[src/include/dsc_pkg.sv]
package dsc_pkg;
  // Register indices as printed; one index addresses one 16-bit word.
  localparam logic [15:0] ADDR_REF_A = 16'h0001;
  localparam logic [15:0] ADDR_REF_B = 16'h0002;
  localparam logic [15:0] ADDR_DRIVE_STATE = 16'h002c;
  localparam logic [15:0] ADDR_RELAY_STATE = 16'h002d;
  localparam logic [15:0] ADDR_DC_BUS = 16'h0031;
  localparam logic [15:0] ADDR_TORQUE = 16'h0032;
  localparam logic [15:0] ADDR_POWER = 16'h0033;
  localparam logic [15:0] ADDR_CPU_FW = 16'h003b;
  localparam logic [15:0] ADDR_FLASH_FW = 16'h003c;
  localparam logic [15:0] ADDR_LINK_ERR = 16'h003d;
  localparam logic [15:0] ADDR_POWER_RATING = 16'h003e;
  localparam logic [15:0] ADDR_CTRL_METHOD = 16'h003f;
  localparam logic [15:0] ADDR_FAULT_NOW = 16'h0080;
  localparam logic [15:0] ADDR_FAULT_HIST = 16'h0081;
  localparam logic [15:0] ADDR_PARAM_BASE = 16'h0100;
  localparam logic [15:0] ADDR_COMMIT_NV = 16'h0900;
  localparam logic [15:0] ADDR_COMMIT_RAM = 16'h0910;

  // Link error detail bit positions.
  localparam int ERR_CRC_BIT = 0;
  localparam int ERR_LEN_BIT = 1;
  localparam int ERR_PARITY_BIT = 3;
  localparam int ERR_OVERRUN_BIT = 4;
  localparam int ERR_FRAMING_BIT = 5;
  localparam int ERR_TIMEOUT_BIT = 6;

  // Answer codes.
  localparam logic [7:0] EXC_NONE = 8'h00;
  localparam logic [7:0] EXC_BAD_REG = 8'h02;
  localparam logic [7:0] EXC_BAD_DATA = 8'h21;
  localparam logic [7:0] EXC_WRITE_MODE = 8'h22;
  localparam logic [7:0] EXC_UNDERVOLT = 8'h23;

  localparam logic [15:0] COMMIT_VALUE = 16'h0000;

  // Fault code groups.
  localparam logic [7:0] FAULT_MAIN_LO = 8'h01;
  localparam logic [7:0] FAULT_MAIN_HI = 8'h2a;
  localparam logic [7:0] FAULT_SELF_LO = 8'h37;
  localparam logic [7:0] FAULT_SELF_HI = 8'h39;
  localparam logic [7:0] FAULT_BOARD_LO = 8'h83;
  localparam logic [7:0] FAULT_BOARD_HI = 8'h94;

  localparam logic [15:0] RESET_WORD = 16'h0000;
  localparam logic [6:0] RESET_LINK_ERR = 7'h00;
endpackage : dsc_pkg

[src/verilog/dsc_status_commit.sv]
`timescale 1ns/100ps
// Operation
// - State word bits 0..8 report run, zero speed, agreements, detections, startup, undervoltage, baseblock.
// - Bits 9 and A read 0 when reference or run comes from link.
// - Bits B..F flag overtorque, reference lost, restart, any error, link timeout.
// - Relay word bits 0..2 show contacts closed as 1; upper bits zero.
// - Link error bits latch CRC, length, parity, overrun, framing, timeout until reset.
// - Parameter writes sit in a pending area until committed.
// - Writing 0 to a commit register runs that register's commit unless running (bit 0) or in undervoltage (bit 7).
// - Nonvolatile commit stores to nonvolatile memory and refreshes working copy.
// - Volatile commit refreshes working copy only, nonvolatile memory untouched.
// - Reading a commit register answers error code 02H.
// - Reference words A and B take effect directly without commit.
// - Fault codes are 8-bit values from fixed groups of the code table.
// - Host reads current fault code and a history of the last HIST_N codes, current code first.
// - Unknown or unused register addresses answer invalid register code.
module dsc_status_commit #(
  parameter int PARAM_N = 16,
  parameter int HIST_N = 4
) (
  // Clock and reset
  input wire logic i_clk,
  input wire logic i_srst,
  // Register request from the frame decoder
  input wire logic i_req_valid,
  input wire logic i_req_write,
  input wire logic [15:0] i_req_addr,
  input wire logic [15:0] i_req_wdata,
  // Register answer
  output logic o_rsp_valid,
  output logic [15:0] o_rsp_rdata,
  output logic [7:0] o_rsp_exc,
  // Drive condition inputs
  input wire logic [8:0] i_drive_cond,
  input wire logic i_freq_ref_from_link,
  input wire logic i_run_cmd_from_link,
  input wire logic i_overtorque,
  input wire logic i_ref_lost,
  input wire logic i_restarting,
  input wire logic i_any_fault,
  input wire logic i_link_timeout,
  input wire logic [2:0] i_relay_closed,
  // Monitored quantities
  input wire logic [15:0] i_dc_bus,
  input wire logic [15:0] i_torque,
  input wire logic [15:0] i_power,
  input wire logic [15:0] i_cpu_fw,
  input wire logic [15:0] i_flash_fw,
  input wire logic [15:0] i_power_rating,
  input wire logic [15:0] i_ctrl_method,
  // Link error events, one-cycle pulses
  input wire logic i_err_crc,
  input wire logic i_err_len,
  input wire logic i_err_parity,
  input wire logic i_err_overrun,
  input wire logic i_err_framing,
  input wire logic i_err_timeout,
  input wire logic i_err_reset,
  // Fault reports
  input wire logic i_fault_valid,
  input wire logic [7:0] i_fault_code,
  // Parameter working copy and nonvolatile store strobe
  output logic [PARAM_N*16-1:0] o_param_work,
  output logic o_nvm_store,
  // Directly applied reference words
  output logic [15:0] o_ref_a,
  output logic [15:0] o_ref_b
);

  localparam int PIDX_W = (PARAM_N > 1) ? $clog2(PARAM_N) : 1;
  localparam int HIDX_W = (HIST_N > 1) ? $clog2(HIST_N) : 1;

  logic [15:0] pending_ff [PARAM_N];
  logic [PARAM_N*16-1:0] work_ff;
  logic [6:0] link_err_ff;
  logic [7:0] fault_now_ff;
  logic [7:0] hist_ff [HIST_N];
  logic rsp_valid_ff;
  logic [15:0] rsp_rdata_ff;
  logic [7:0] rsp_exc_ff;
  logic nvm_store_ff;
  logic [15:0] ref_a_ff;
  logic [15:0] ref_b_ff;

  logic [15:0] nxt_rdata;
  logic [7:0] nxt_exc;
  logic [15:0] state_word;
  logic [15:0] param_off;
  logic is_param;
  logic is_hist;
  logic [15:0] hist_off;
  logic do_commit_nv;
  logic do_commit_ram;
  logic do_param_wr;
  logic do_ref_a;
  logic do_ref_b;
  logic fault_main;
  logic fault_self;
  logic fault_board;
  logic fault_ok;

  always_comb begin
    state_word = {i_link_timeout, i_any_fault | i_link_timeout, i_restarting, i_ref_lost,
                  i_overtorque, ~i_run_cmd_from_link, ~i_freq_ref_from_link, i_drive_cond};
  end

  always_comb begin
    param_off = i_req_addr - dsc_pkg::ADDR_PARAM_BASE;
    is_param = (i_req_addr >= dsc_pkg::ADDR_PARAM_BASE) && (param_off < 16'(PARAM_N));
    hist_off = i_req_addr - dsc_pkg::ADDR_FAULT_HIST;
    is_hist = (i_req_addr >= dsc_pkg::ADDR_FAULT_HIST) && (hist_off < 16'(HIST_N));
  end

  always_comb begin
    fault_main = (i_fault_code >= dsc_pkg::FAULT_MAIN_LO)
              && (i_fault_code <= dsc_pkg::FAULT_MAIN_HI);
    fault_self = (i_fault_code >= dsc_pkg::FAULT_SELF_LO)
              && (i_fault_code <= dsc_pkg::FAULT_SELF_HI);
    fault_board = (i_fault_code >= dsc_pkg::FAULT_BOARD_LO)
               && (i_fault_code <= dsc_pkg::FAULT_BOARD_HI);
    // Codes outside the table are dropped, so the trace only holds decodable values.
    fault_ok = fault_main || fault_self || fault_board;
  end

  // Decode: read data, answer code and write actions for this request.
  always_comb begin
    nxt_rdata = dsc_pkg::RESET_WORD;
    nxt_exc = dsc_pkg::EXC_NONE;
    do_commit_nv = 1'b0;
    do_commit_ram = 1'b0;
    do_param_wr = 1'b0;
    do_ref_a = 1'b0;
    do_ref_b = 1'b0;
    if (i_req_write) begin
      if (i_req_addr == dsc_pkg::ADDR_COMMIT_NV || i_req_addr == dsc_pkg::ADDR_COMMIT_RAM) begin
        // A commit while running or in undervoltage would corrupt live settings.
        if (i_req_wdata != dsc_pkg::COMMIT_VALUE) begin
          nxt_exc = dsc_pkg::EXC_BAD_DATA;
        end else if (i_drive_cond[0]) begin
          nxt_exc = dsc_pkg::EXC_WRITE_MODE;
        end else if (i_drive_cond[7]) begin
          nxt_exc = dsc_pkg::EXC_UNDERVOLT;
        end else begin
          do_commit_nv = (i_req_addr == dsc_pkg::ADDR_COMMIT_NV);
          do_commit_ram = (i_req_addr == dsc_pkg::ADDR_COMMIT_RAM);
        end
      end else if (is_param) begin
        if (i_drive_cond[0]) begin
          nxt_exc = dsc_pkg::EXC_WRITE_MODE;
        end else begin
          do_param_wr = 1'b1;
        end
      end else if (i_req_addr == dsc_pkg::ADDR_REF_A) begin
        do_ref_a = 1'b1;
      end else if (i_req_addr == dsc_pkg::ADDR_REF_B) begin
        do_ref_b = 1'b1;
      end else begin
        unique case (i_req_addr)
          dsc_pkg::ADDR_DRIVE_STATE, dsc_pkg::ADDR_RELAY_STATE, dsc_pkg::ADDR_DC_BUS,
          dsc_pkg::ADDR_TORQUE, dsc_pkg::ADDR_POWER, dsc_pkg::ADDR_CPU_FW,
          dsc_pkg::ADDR_FLASH_FW, dsc_pkg::ADDR_LINK_ERR, dsc_pkg::ADDR_POWER_RATING,
          dsc_pkg::ADDR_CTRL_METHOD, dsc_pkg::ADDR_FAULT_NOW: begin
            nxt_exc = dsc_pkg::EXC_WRITE_MODE;
          end
          default: begin
            nxt_exc = is_hist ? dsc_pkg::EXC_WRITE_MODE : dsc_pkg::EXC_BAD_REG;
          end
        endcase
      end
    end else begin
      if (is_param) begin
        nxt_rdata = pending_ff[param_off[PIDX_W-1:0]];
      end else if (is_hist) begin
        nxt_rdata = {8'h00, hist_ff[hist_off[HIDX_W-1:0]]};
      end else begin
        unique case (i_req_addr)
          dsc_pkg::ADDR_REF_A: nxt_rdata = ref_a_ff;
          dsc_pkg::ADDR_REF_B: nxt_rdata = ref_b_ff;
          dsc_pkg::ADDR_DRIVE_STATE: nxt_rdata = state_word;
          dsc_pkg::ADDR_RELAY_STATE: nxt_rdata = {13'h0000, i_relay_closed};
          dsc_pkg::ADDR_DC_BUS: nxt_rdata = i_dc_bus;
          dsc_pkg::ADDR_TORQUE: nxt_rdata = i_torque;
          dsc_pkg::ADDR_POWER: nxt_rdata = i_power;
          dsc_pkg::ADDR_CPU_FW: nxt_rdata = i_cpu_fw;
          dsc_pkg::ADDR_FLASH_FW: nxt_rdata = i_flash_fw;
          dsc_pkg::ADDR_LINK_ERR: nxt_rdata = {9'h000, link_err_ff};
          dsc_pkg::ADDR_POWER_RATING: nxt_rdata = i_power_rating;
          dsc_pkg::ADDR_CTRL_METHOD: nxt_rdata = i_ctrl_method;
          dsc_pkg::ADDR_FAULT_NOW: nxt_rdata = {8'h00, fault_now_ff};
          dsc_pkg::ADDR_COMMIT_NV, dsc_pkg::ADDR_COMMIT_RAM: nxt_exc = dsc_pkg::EXC_BAD_REG;
          default: nxt_exc = dsc_pkg::EXC_BAD_REG;
        endcase
      end
    end
  end

  always_ff @(posedge i_clk) begin
    if (i_srst) begin
      rsp_valid_ff <= 1'b0;
      rsp_rdata_ff <= dsc_pkg::RESET_WORD;
      rsp_exc_ff <= dsc_pkg::EXC_NONE;
    end else begin
      rsp_valid_ff <= i_req_valid;
      rsp_rdata_ff <= i_req_valid ? nxt_rdata : dsc_pkg::RESET_WORD;
      rsp_exc_ff <= i_req_valid ? nxt_exc : dsc_pkg::EXC_NONE;
    end
  end

  always_ff @(posedge i_clk) begin
    if (i_srst) begin
      for (int i = 0; i < PARAM_N; i++) begin
        pending_ff[i] <= dsc_pkg::RESET_WORD;
      end
    end else if (i_req_valid && do_param_wr) begin
      pending_ff[param_off[PIDX_W-1:0]] <= i_req_wdata;
    end
  end

  always_ff @(posedge i_clk) begin
    if (i_srst) begin
      work_ff <= '0;
    end else if (i_req_valid && (do_commit_nv || do_commit_ram)) begin
      for (int i = 0; i < PARAM_N; i++) begin
        work_ff[i*16 +: 16] <= pending_ff[i];
      end
    end
  end

  always_ff @(posedge i_clk) begin
    if (i_srst) begin
      nvm_store_ff <= 1'b0;
    end else begin
      nvm_store_ff <= i_req_valid && do_commit_nv;
    end
  end

  always_ff @(posedge i_clk) begin
    if (i_srst) begin
      ref_a_ff <= dsc_pkg::RESET_WORD;
      ref_b_ff <= dsc_pkg::RESET_WORD;
    end else begin
      if (i_req_valid && do_ref_a) begin
        ref_a_ff <= i_req_wdata;
      end
      if (i_req_valid && do_ref_b) begin
        ref_b_ff <= i_req_wdata;
      end
    end
  end

  always_ff @(posedge i_clk) begin
    if (i_srst) begin
      link_err_ff <= dsc_pkg::RESET_LINK_ERR;
    end else begin
      // An error seen in the same cycle as the reset is kept, not lost.
      link_err_ff <= (i_err_reset ? dsc_pkg::RESET_LINK_ERR : link_err_ff)
                   | (7'(i_err_crc) << dsc_pkg::ERR_CRC_BIT)
                   | (7'(i_err_len) << dsc_pkg::ERR_LEN_BIT)
                   | (7'(i_err_parity) << dsc_pkg::ERR_PARITY_BIT)
                   | (7'(i_err_overrun) << dsc_pkg::ERR_OVERRUN_BIT)
                   | (7'(i_err_framing) << dsc_pkg::ERR_FRAMING_BIT)
                   | (7'(i_err_timeout) << dsc_pkg::ERR_TIMEOUT_BIT);
    end
  end

  always_ff @(posedge i_clk) begin
    if (i_srst) begin
      fault_now_ff <= 8'h00;
      for (int i = 0; i < HIST_N; i++) begin
        hist_ff[i] <= 8'h00;
      end
    end else if (i_fault_valid && fault_ok) begin
      fault_now_ff <= i_fault_code;
      hist_ff[0] <= i_fault_code;
      for (int i = 1; i < HIST_N; i++) begin
        hist_ff[i] <= hist_ff[i-1];
      end
    end
  end

  assign o_rsp_valid = rsp_valid_ff;
  assign o_rsp_rdata = rsp_rdata_ff;
  assign o_rsp_exc = rsp_exc_ff;
  assign o_param_work = work_ff;
  assign o_nvm_store = nvm_store_ff;
  assign o_ref_a = ref_a_ff;
  assign o_ref_b = ref_b_ff;

endmodule : dsc_status_commit
[config.mk]
export PLATFORM = sky130hd
export DESIGN_NAME = dsc_status_commit
export DESIGN_NICKNAME = d
export VERILOG_FILES = /design/src/include/dsc_pkg.sv /design/src/verilog/dsc_status_commit.sv
export SDC_FILE = /design/constraint.sdc
export NUM_CORES = 1
export LEC_CHECK = 0
export BUFFER_PORTS_ARGS = -buffer_cell sky130_fd_sc_hd__buf_2
export CAP_MARGIN = 20
export CORE_ASPECT_RATIO = 1.2
export CORE_MARGIN = 3
export CORE_UTILIZATION = 57
export CTS_BUF_LIST = sky130_fd_sc_hd__clkbuf_8
export DETAILED_ROUTE_END_ITERATION = 8
export PLACE_DENSITY_LB_ADDON = 0.2
export SLEW_MARGIN = 0
export SYNTH_ARGS = -nofsm -noshare
export SYNTH_HDL_FRONTEND = slang
export SYNTH_SLANG_ARGS = --single-unit
[constraint.sdc]
create_clock -name i_clk -period 4.7 [get_ports i_clk]
set_clock_uncertainty 0.2 [all_clocks]
set_input_delay 0.235 -clock i_clk [delete_from_list [all_inputs] [get_ports i_clk]]
set_output_delay 0.235 -clock i_clk [all_outputs]
set_load 0.01 [all_outputs]
==> summary.txt, run 1 <==
Synth
  • Async SR Flop Fraction: 0%
  • Seq/Total Area, Yosys: between 50% and 60%
  • Syn_area_per_cell: 10.7 um2
  • Netlist cell types: 65
  • Post-synth top area cell: edfxtp_1
  • Post-synth EDFFs: 288
  • Top post-synthesis cells by area: edfxtp_1, dfxtp_1, nand2_1
  • Synth Cell Area: around 26000 um2
  • Top cell type's share of synthesized area: 33.6%
  • Synth warn: 0
  • FF+latch count, synth: 611
  • Prevailing post-synth register cell: dfxtp_1
  • Mapped Cells: 2404

STA
  • Unrepaired setup endpoints after global routing: no
  • Fmax: 0.223 GHz
  • Min cycle time layout: 4480 ps
  • Worst-margin pin slew: ~1100 ps
  • Final setup violation count: 0
  • Final slew viol count: 0
  • Hold WS: 84.2 ps
  • Setup TNS: 0 ps
  • Max transition margin: 29.2%
  • Fin crit share: 95.3%
  • Final hold violation count: 0
  • Setup slack after layout: ~220 ps

Clock tree
  • H-Tree Depth: 3
  • Worst-path clk slew: 60 ps
  • Setup Buffers After CTS: 0
  • Root Buffer: clkbuf_8
  • Clock Sinks: 611
  • CTS Buf Count: between 90 and 100
  • Cts hold-fix bufs: 92
  • CTS tree: done
  • PostCTS Resize Cnt: 0
  • Clk buf depth: 3
  • Clock latency on the worst-skew pair: 680 ps

Job
  • Maximum capacitance violations: 0

Setup path
  • Crit path max fanout: 16
  • CP Class: input pin to flop
  • Crit-path max cell delay: ~700 ps
  • Worst path slowest cell: and3_1
  • Worst EP required: a little over 5000 ps
  • Worst path most repeated cell: dlygate4sd3_1
  • Crit. End Element: flop
  • CP startpoint kind: input pin
  • Critical Path AT: 4880 ps
  • CP cell instances: dlygate4sd3_1, buf_2, or4_4, nor4_1, and3_1, a22oi_1, dlygate4sd3_1, nand2_1, dlygate4sd3_1, a21oi_1, a21oi_1, dlygate4sd3_1

Placement
  • DP Worst Slack: 812 ps
  • Placer congestion estimate: 0.963
  • Post-DP HPWL: 65600 um
  • DP Cell Count: 3346
  • # port buffers: 491
  • Dpl cell area: 28600 um2

GRT
  • Global Route Usage Sum: between 30% and 40%
  • Global route overflow: 0
  • First-pass GRT wire length: 131000 um
  • Antenna violations before repair: 1
  • Largest net degree at the start of global routing: 146
  • Vias in the first global route: approximately 21000

Power
  • Power per cell area: between 300 and 400 nW/um2
  • Tot Pwr: 10.8 mW
  • Max VDD drop: 0.206 mV
  • Leak: approximately 12 nW

Floorplanning
  • Die Y: ~240 um
  • Die Area: 47800 um2
  • I/O pins: 497
  • Num rows: 84
  • Core box area: 44200 um2
  • Initial Utilization: roughly three fifths
  • Die width: approximately 200 um

Outcome
  • Status: finished, final reports clean

Drt
  • Vias/cell: 5.96
  • DRT Pass-1 Iters: 6
  • Avg WL per Cell: between 20 and 30 um
  • Antenna Nets Post-Route: 0
  • Vias: roughly 21000
  • DRC: 0
  • Initial drt markers: 2387
  • Routed WL: 90700 um

Cells and area
  • Cell area after layout: 31300 um2
  • Finished Layout Cells: between 3000 and 4000
  • Area grow syn2layout: 21.5%
  • Core Util, Final: between 70 and 80%
  • Fraction of layout instances using a drive strength above 1: between 20% and 30%
  • Final #Nets: a little over 3000

Hold path
  • Hold WC Path Type: input pin to flop
==> cell type report <==
| cell class | instances | area, um2 |
|---|---|---|
| multi-input combinational | 1585 | 9800 |
| fill | 3296 | 12900 |
| sequential | 611 | 15100 |
| inverter | 14 | 52.6 |
| tap | 602 | 753 |
| clock inverter | 64 | 348 |
| clock buffer | 106 | 1460 |
| timing repair buffer | 626 | 3780 |
| antenna | 1 | 2.50 |
==> worst paths after layout <==
| kind | start | endpoint | slack, ps | cells after the start |
|---|---|---|---|---|
| hold reg to reg | fault_now_ff[6] | fault_now_ff[6] | 240 | 2 |
| setup reg to reg | pending_ff[3][11] | o_rsp_rdata[11] | 1730 | 6 |
| hold / removal | i_dc_bus[3] | o_rsp_rdata[3] | 80 | 5 |
| setup / recovery | i_req_addr[11] | o_rsp_rdata[14] | 220 | 12 |
==> critical path, delay by kind of cell <==
kind,cells,cell delay (ps)
compound gates,3,360
simple gates,4,1840
buf+inv,5,2450
==> state kept, by name (all words and copies together), names as in the netlist <==
register      flops
fault_now_ff      8
o_rsp_rdata      16
o_nvm_store       1
link_err_ff       6
hist_ff          32
o_ref_b          16
o_ref_a          16
o_rsp_exc         3
o_param_work    256
pending_ff      256
o_rsp_valid       1
==> synthesized netlist by cell type, types with 5 or more instances <==
cell type	n
mux2i_1	23
and2_1	287
edfxtp_1	288
a21oi_1	298
buf_4	6
nor3_1	12
a222oi_1	22
buf_1	8
inv_1	14
a22o_1	8
nor2_1	66
o21ai_0	8
or4_1	6
or2_2	18
mux4_2	88
dfxtp_1	323
nor2b_1	6
nand3_1	10
nand2b_1	5
a221o_1	5
nand2_1	587
nand4_1	5
a22oi_1	27
nor4_1	13
clkbuf_1	127
ha_1	5
and3_1	12
a221oi_1	14
buf_2	57
==> power by group <==
part	internal, mW	switching (mW)
clock	2.22	2.05
combinational	0.277	0.425
sequential	5.70	0.107
total	8.21	2.58
==> layout by cell type (no fill, tap or decap), types with 14 or more instances in the layout <==
cell type and instances:
a21oi_1 298, a221oi_1 14, a222oi_1 22, a22oi_1 27, and2_1 287, buf_2 489
buf_4 39, clkbuf_8 106, clkinv_1 16, dfxtp_1 323, dlygate4sd3_1 92, edfxtp_1 288
inv_1 48, mux2i_1 23, mux4_2 88, nand2_1 587, nor2_1 65, or2_2 18
==> metal layers <==
| metal | track usage (%) | wire [um] |
|---|---|---|
| met1 | 43.7 | 31100 |
| met3 | 9.49 | 9040 |
| met2 | 61.8 | 44600 |
| met5 | 0 | 0 |
| met4 | 21.7 | 6000 |
==> kinds of logic (layout without fill, tap and decap cells) <==
kind of cell | Yosys count | count (layout) | share of synthesized area (%)
AOI/OAI and AO/OA | 413 | 413 | 9.52
xor gates and xnor gates | 1 | 1 | 0.0340
adders and majority gates | 5 | 5 | 0.243
buffers and inverters | 213 | 810 | 3.50
DFF | 611 | 611 | 58.7
muxes | 111 | 111 | 8.59
other | 1 | 7 | 0.0146
and+or+nand+nor | 1049 | 1049 | 19.4
(Power assumes the default switching activity.)
==> run 2: changes to the inputs <==
- PLACE_DENSITY: not set -> 0.79
- PLACE_DENSITY_LB_ADDON: 0.2 -> not set
==> run 2 against run 1 <==
Routed wire length rose by 0.73%; combinational power grew 2%; total power grew 1.6%; clock power increased by 4%; maximum frequency decreased by 1.9%; highest routed layer unchanged.
==> summary.txt, run 2 (synthesized netlist as in run 1, its figures left out) <==
Clock tree
  • Clk buf depth: 3 (unchanged)
  • Worst-path clk slew: 60 ps (about the same)
  • CTS tree: done
  • Cts hold-fix bufs: 101 (+9.8%)
  • CTS Buf Count: 92 (-1.1%)
  • H-Tree Depth: 3 (unchanged)
  • Setup Buffers After CTS: 0 (unchanged)
  • PostCTS Resize Cnt: 0 (unchanged)
  • Root Buffer: clkbuf_8
  • Clock Sinks: 611 (unchanged)
  • Clock latency on the worst-skew pair: 690 ps (about the same)

STA
  • Final slew viol count: 0 (unchanged)
  • Fmax: 0.219 GHz (-1.9%)
  • Setup TNS: 0 ps (unchanged)
  • Fin crit share: 97.2% (+1.9 points)
  • Final setup violation count: 0 (unchanged)
  • Worst-margin pin slew: 1110 ps (+46.5 ps)
  • Min cycle time layout: 4570 ps (+87.1 ps)
  • Max transition margin: 26.1% (-3.1 points)
  • Unrepaired setup endpoints after global routing: no
  • Final hold violation count: 0 (unchanged)
  • Setup slack after layout: 133 ps (-87.1 ps)

Setup path
  • Critical Path AT: 4980 ps (+100 ps)
  • CP Class: input pin to flop
  • Crit path max fanout: 16 (unchanged)
  • CP startpoint kind: input pin
  • Worst EP required: 5110 ps (about the same)
  • Crit. End Element: flop
  • Worst R2R Path Depth: 6 (unchanged)

Drt
  • DRT Pass-1 Iters: 8 (+2)
  • Antenna Nets Post-Route: 0 (unchanged)
  • Routed WL: 91400 um (+0.73%)
  • DRC: 0 (unchanged)
  • Avg WL per Cell: 25.2 um (+0.34%)
  • Initial drt markers: 2611 (+9.4%)
  • Vias/cell: 6.01 (+0.91%)
  • Vias: 21800 (+1.3%)

GRT
  • Largest net degree at the start of global routing: 108 (-26%)
  • First-pass GRT wire length: 132000 um (+1.4%)
  • Antenna violations before repair: 0 (-1)
  • Global route overflow: 0 (unchanged)
  • Global Route Usage Sum: 37.7% (+0.51 points)
  • Vias in the first global route: 21400 (+1.9%)

Cells and area
  • Commonest non-fill, non-tap cell in the layout: nand2_1
  • Area grow syn2layout: 22.4%
  • Most frequent cells in the layout: nand2_1, buf_2, dfxtp_1, a21oi_1, edfxtp_1
  • Final #Nets: 3129 (+0.32%)
  • Fraction of layout instances using a drive strength above 1: 26.3% (+0.36 points)
  • Cell area after layout: 31500 um2 (+0.74%)

Placement
  • Placer congestion estimate: 0.992 (+3.0%)
  • Post-DP HPWL: 65400 um (-0.38%)
  • Dpl cell area: 28600 um2 (+0.19%)
  • DP Worst Slack: 808 ps (-4.96 ps)
  • # port buffers: 491 (unchanged)

Floorplanning
  • I/O pins: 497 (unchanged)
  • Die Y: 239 um (unchanged)
  • Die width: 200 um (unchanged)
  • Core box area: 44200 um2 (unchanged)
  • Die Area: 47800 um2 (unchanged)
  • Initial Utilization: 58.2% (unchanged)
  • Num rows: 84 (unchanged)

Power
  • Max VDD drop: 0.209 mV (+1.6%)
  • Leak: 12.3 nW (+0.95%)
  • Power per cell area: 348 nW/um2 (+0.86%)

Outcome
  • Status: finished, final reports clean

Hold path
  • Hold Path Depth: 6 (+1)
  • Hold WC Path Type: input pin to flop

Job
  • Maximum capacitance violations: 0 (unchanged)
run 2: cell types whose count changed in the layout (fill, tap and decap cells not counted), moves of 2 or more:
cell | before | now
inv_6 | 2 | 0
clkbuf_8 | 106 | 110
clkinv_1 | 16 | 6
inv_1 | 48 | 46
diode_2 | 1 | 3
dlygate4sd3_1 | 92 | 101
clkinv_2 | 6 | 13
buf_12 | 5 | 7
run 2: final timing paths:
check	startpoint	end	slack [ps]
setup / recovery	i_req_addr[11]	o_rsp_rdata[14]	130
hold / removal	i_drive_cond[2]	o_rsp_rdata[2]	70
setup reg to reg	pending_ff[14][10]	o_rsp_rdata[10]	1800
hold reg to reg	o_param_work[41]	o_param_work[41]	250
run 2: metal layers:
metal	wire (um)	GRT usage (%)	up-vias
li1	-	-	9493
met1	31200	45.0	10500
met2	44500	62.6	1499
met3	9280	7.43	295
met4	6510	23.9	0
met5	0	0	-
run 2: through the flow:
step	std cells	hold slack (ps)	util, %	total power [mW]
global route	3620	57.2	71.3	11.2
CTS	3620	3.30	71.3	11.0
global placement	3347	239	64.6	6.54
finish	3623	66.5	71.3	11.0
floorplan	2409	137	-	6.21
detailed placement	3348	244	64.7	6.55
run 2: final cells by class:
class / count / area, um2
tap: 602 / 753
clock buffer: 110 / 1510
timing repair buffer: 637 / 3930
multi-input combinational: 1585 / 9790
sequential: 611 / 15100
antenna: 3 / 7.51
fill: 3152 / 12700
inverter: 14 / 52.6
clock inverter: 61 / 375
run 2: where the power goes:
part / internal, mW / total (mW) / switching (mW)
clock: 2.35 / 4.44 / 2.09
sequential: 5.70 / 5.80 / 0.0971
combinational: 0.282 / 0.717 / 0.435
run 2: critical path, cell delays in order:
cell	delay, ps
dlygate4sd3_1	540
buf_2	180
or4_4	590
nor4_1	490
and3_1	670
a22oi_1	180
dlygate4sd3_1	610
nand2_1	90
dlygate4sd3_1	580
a21oi_1	70
a21oi_1	150
dlygate4sd3_1	590
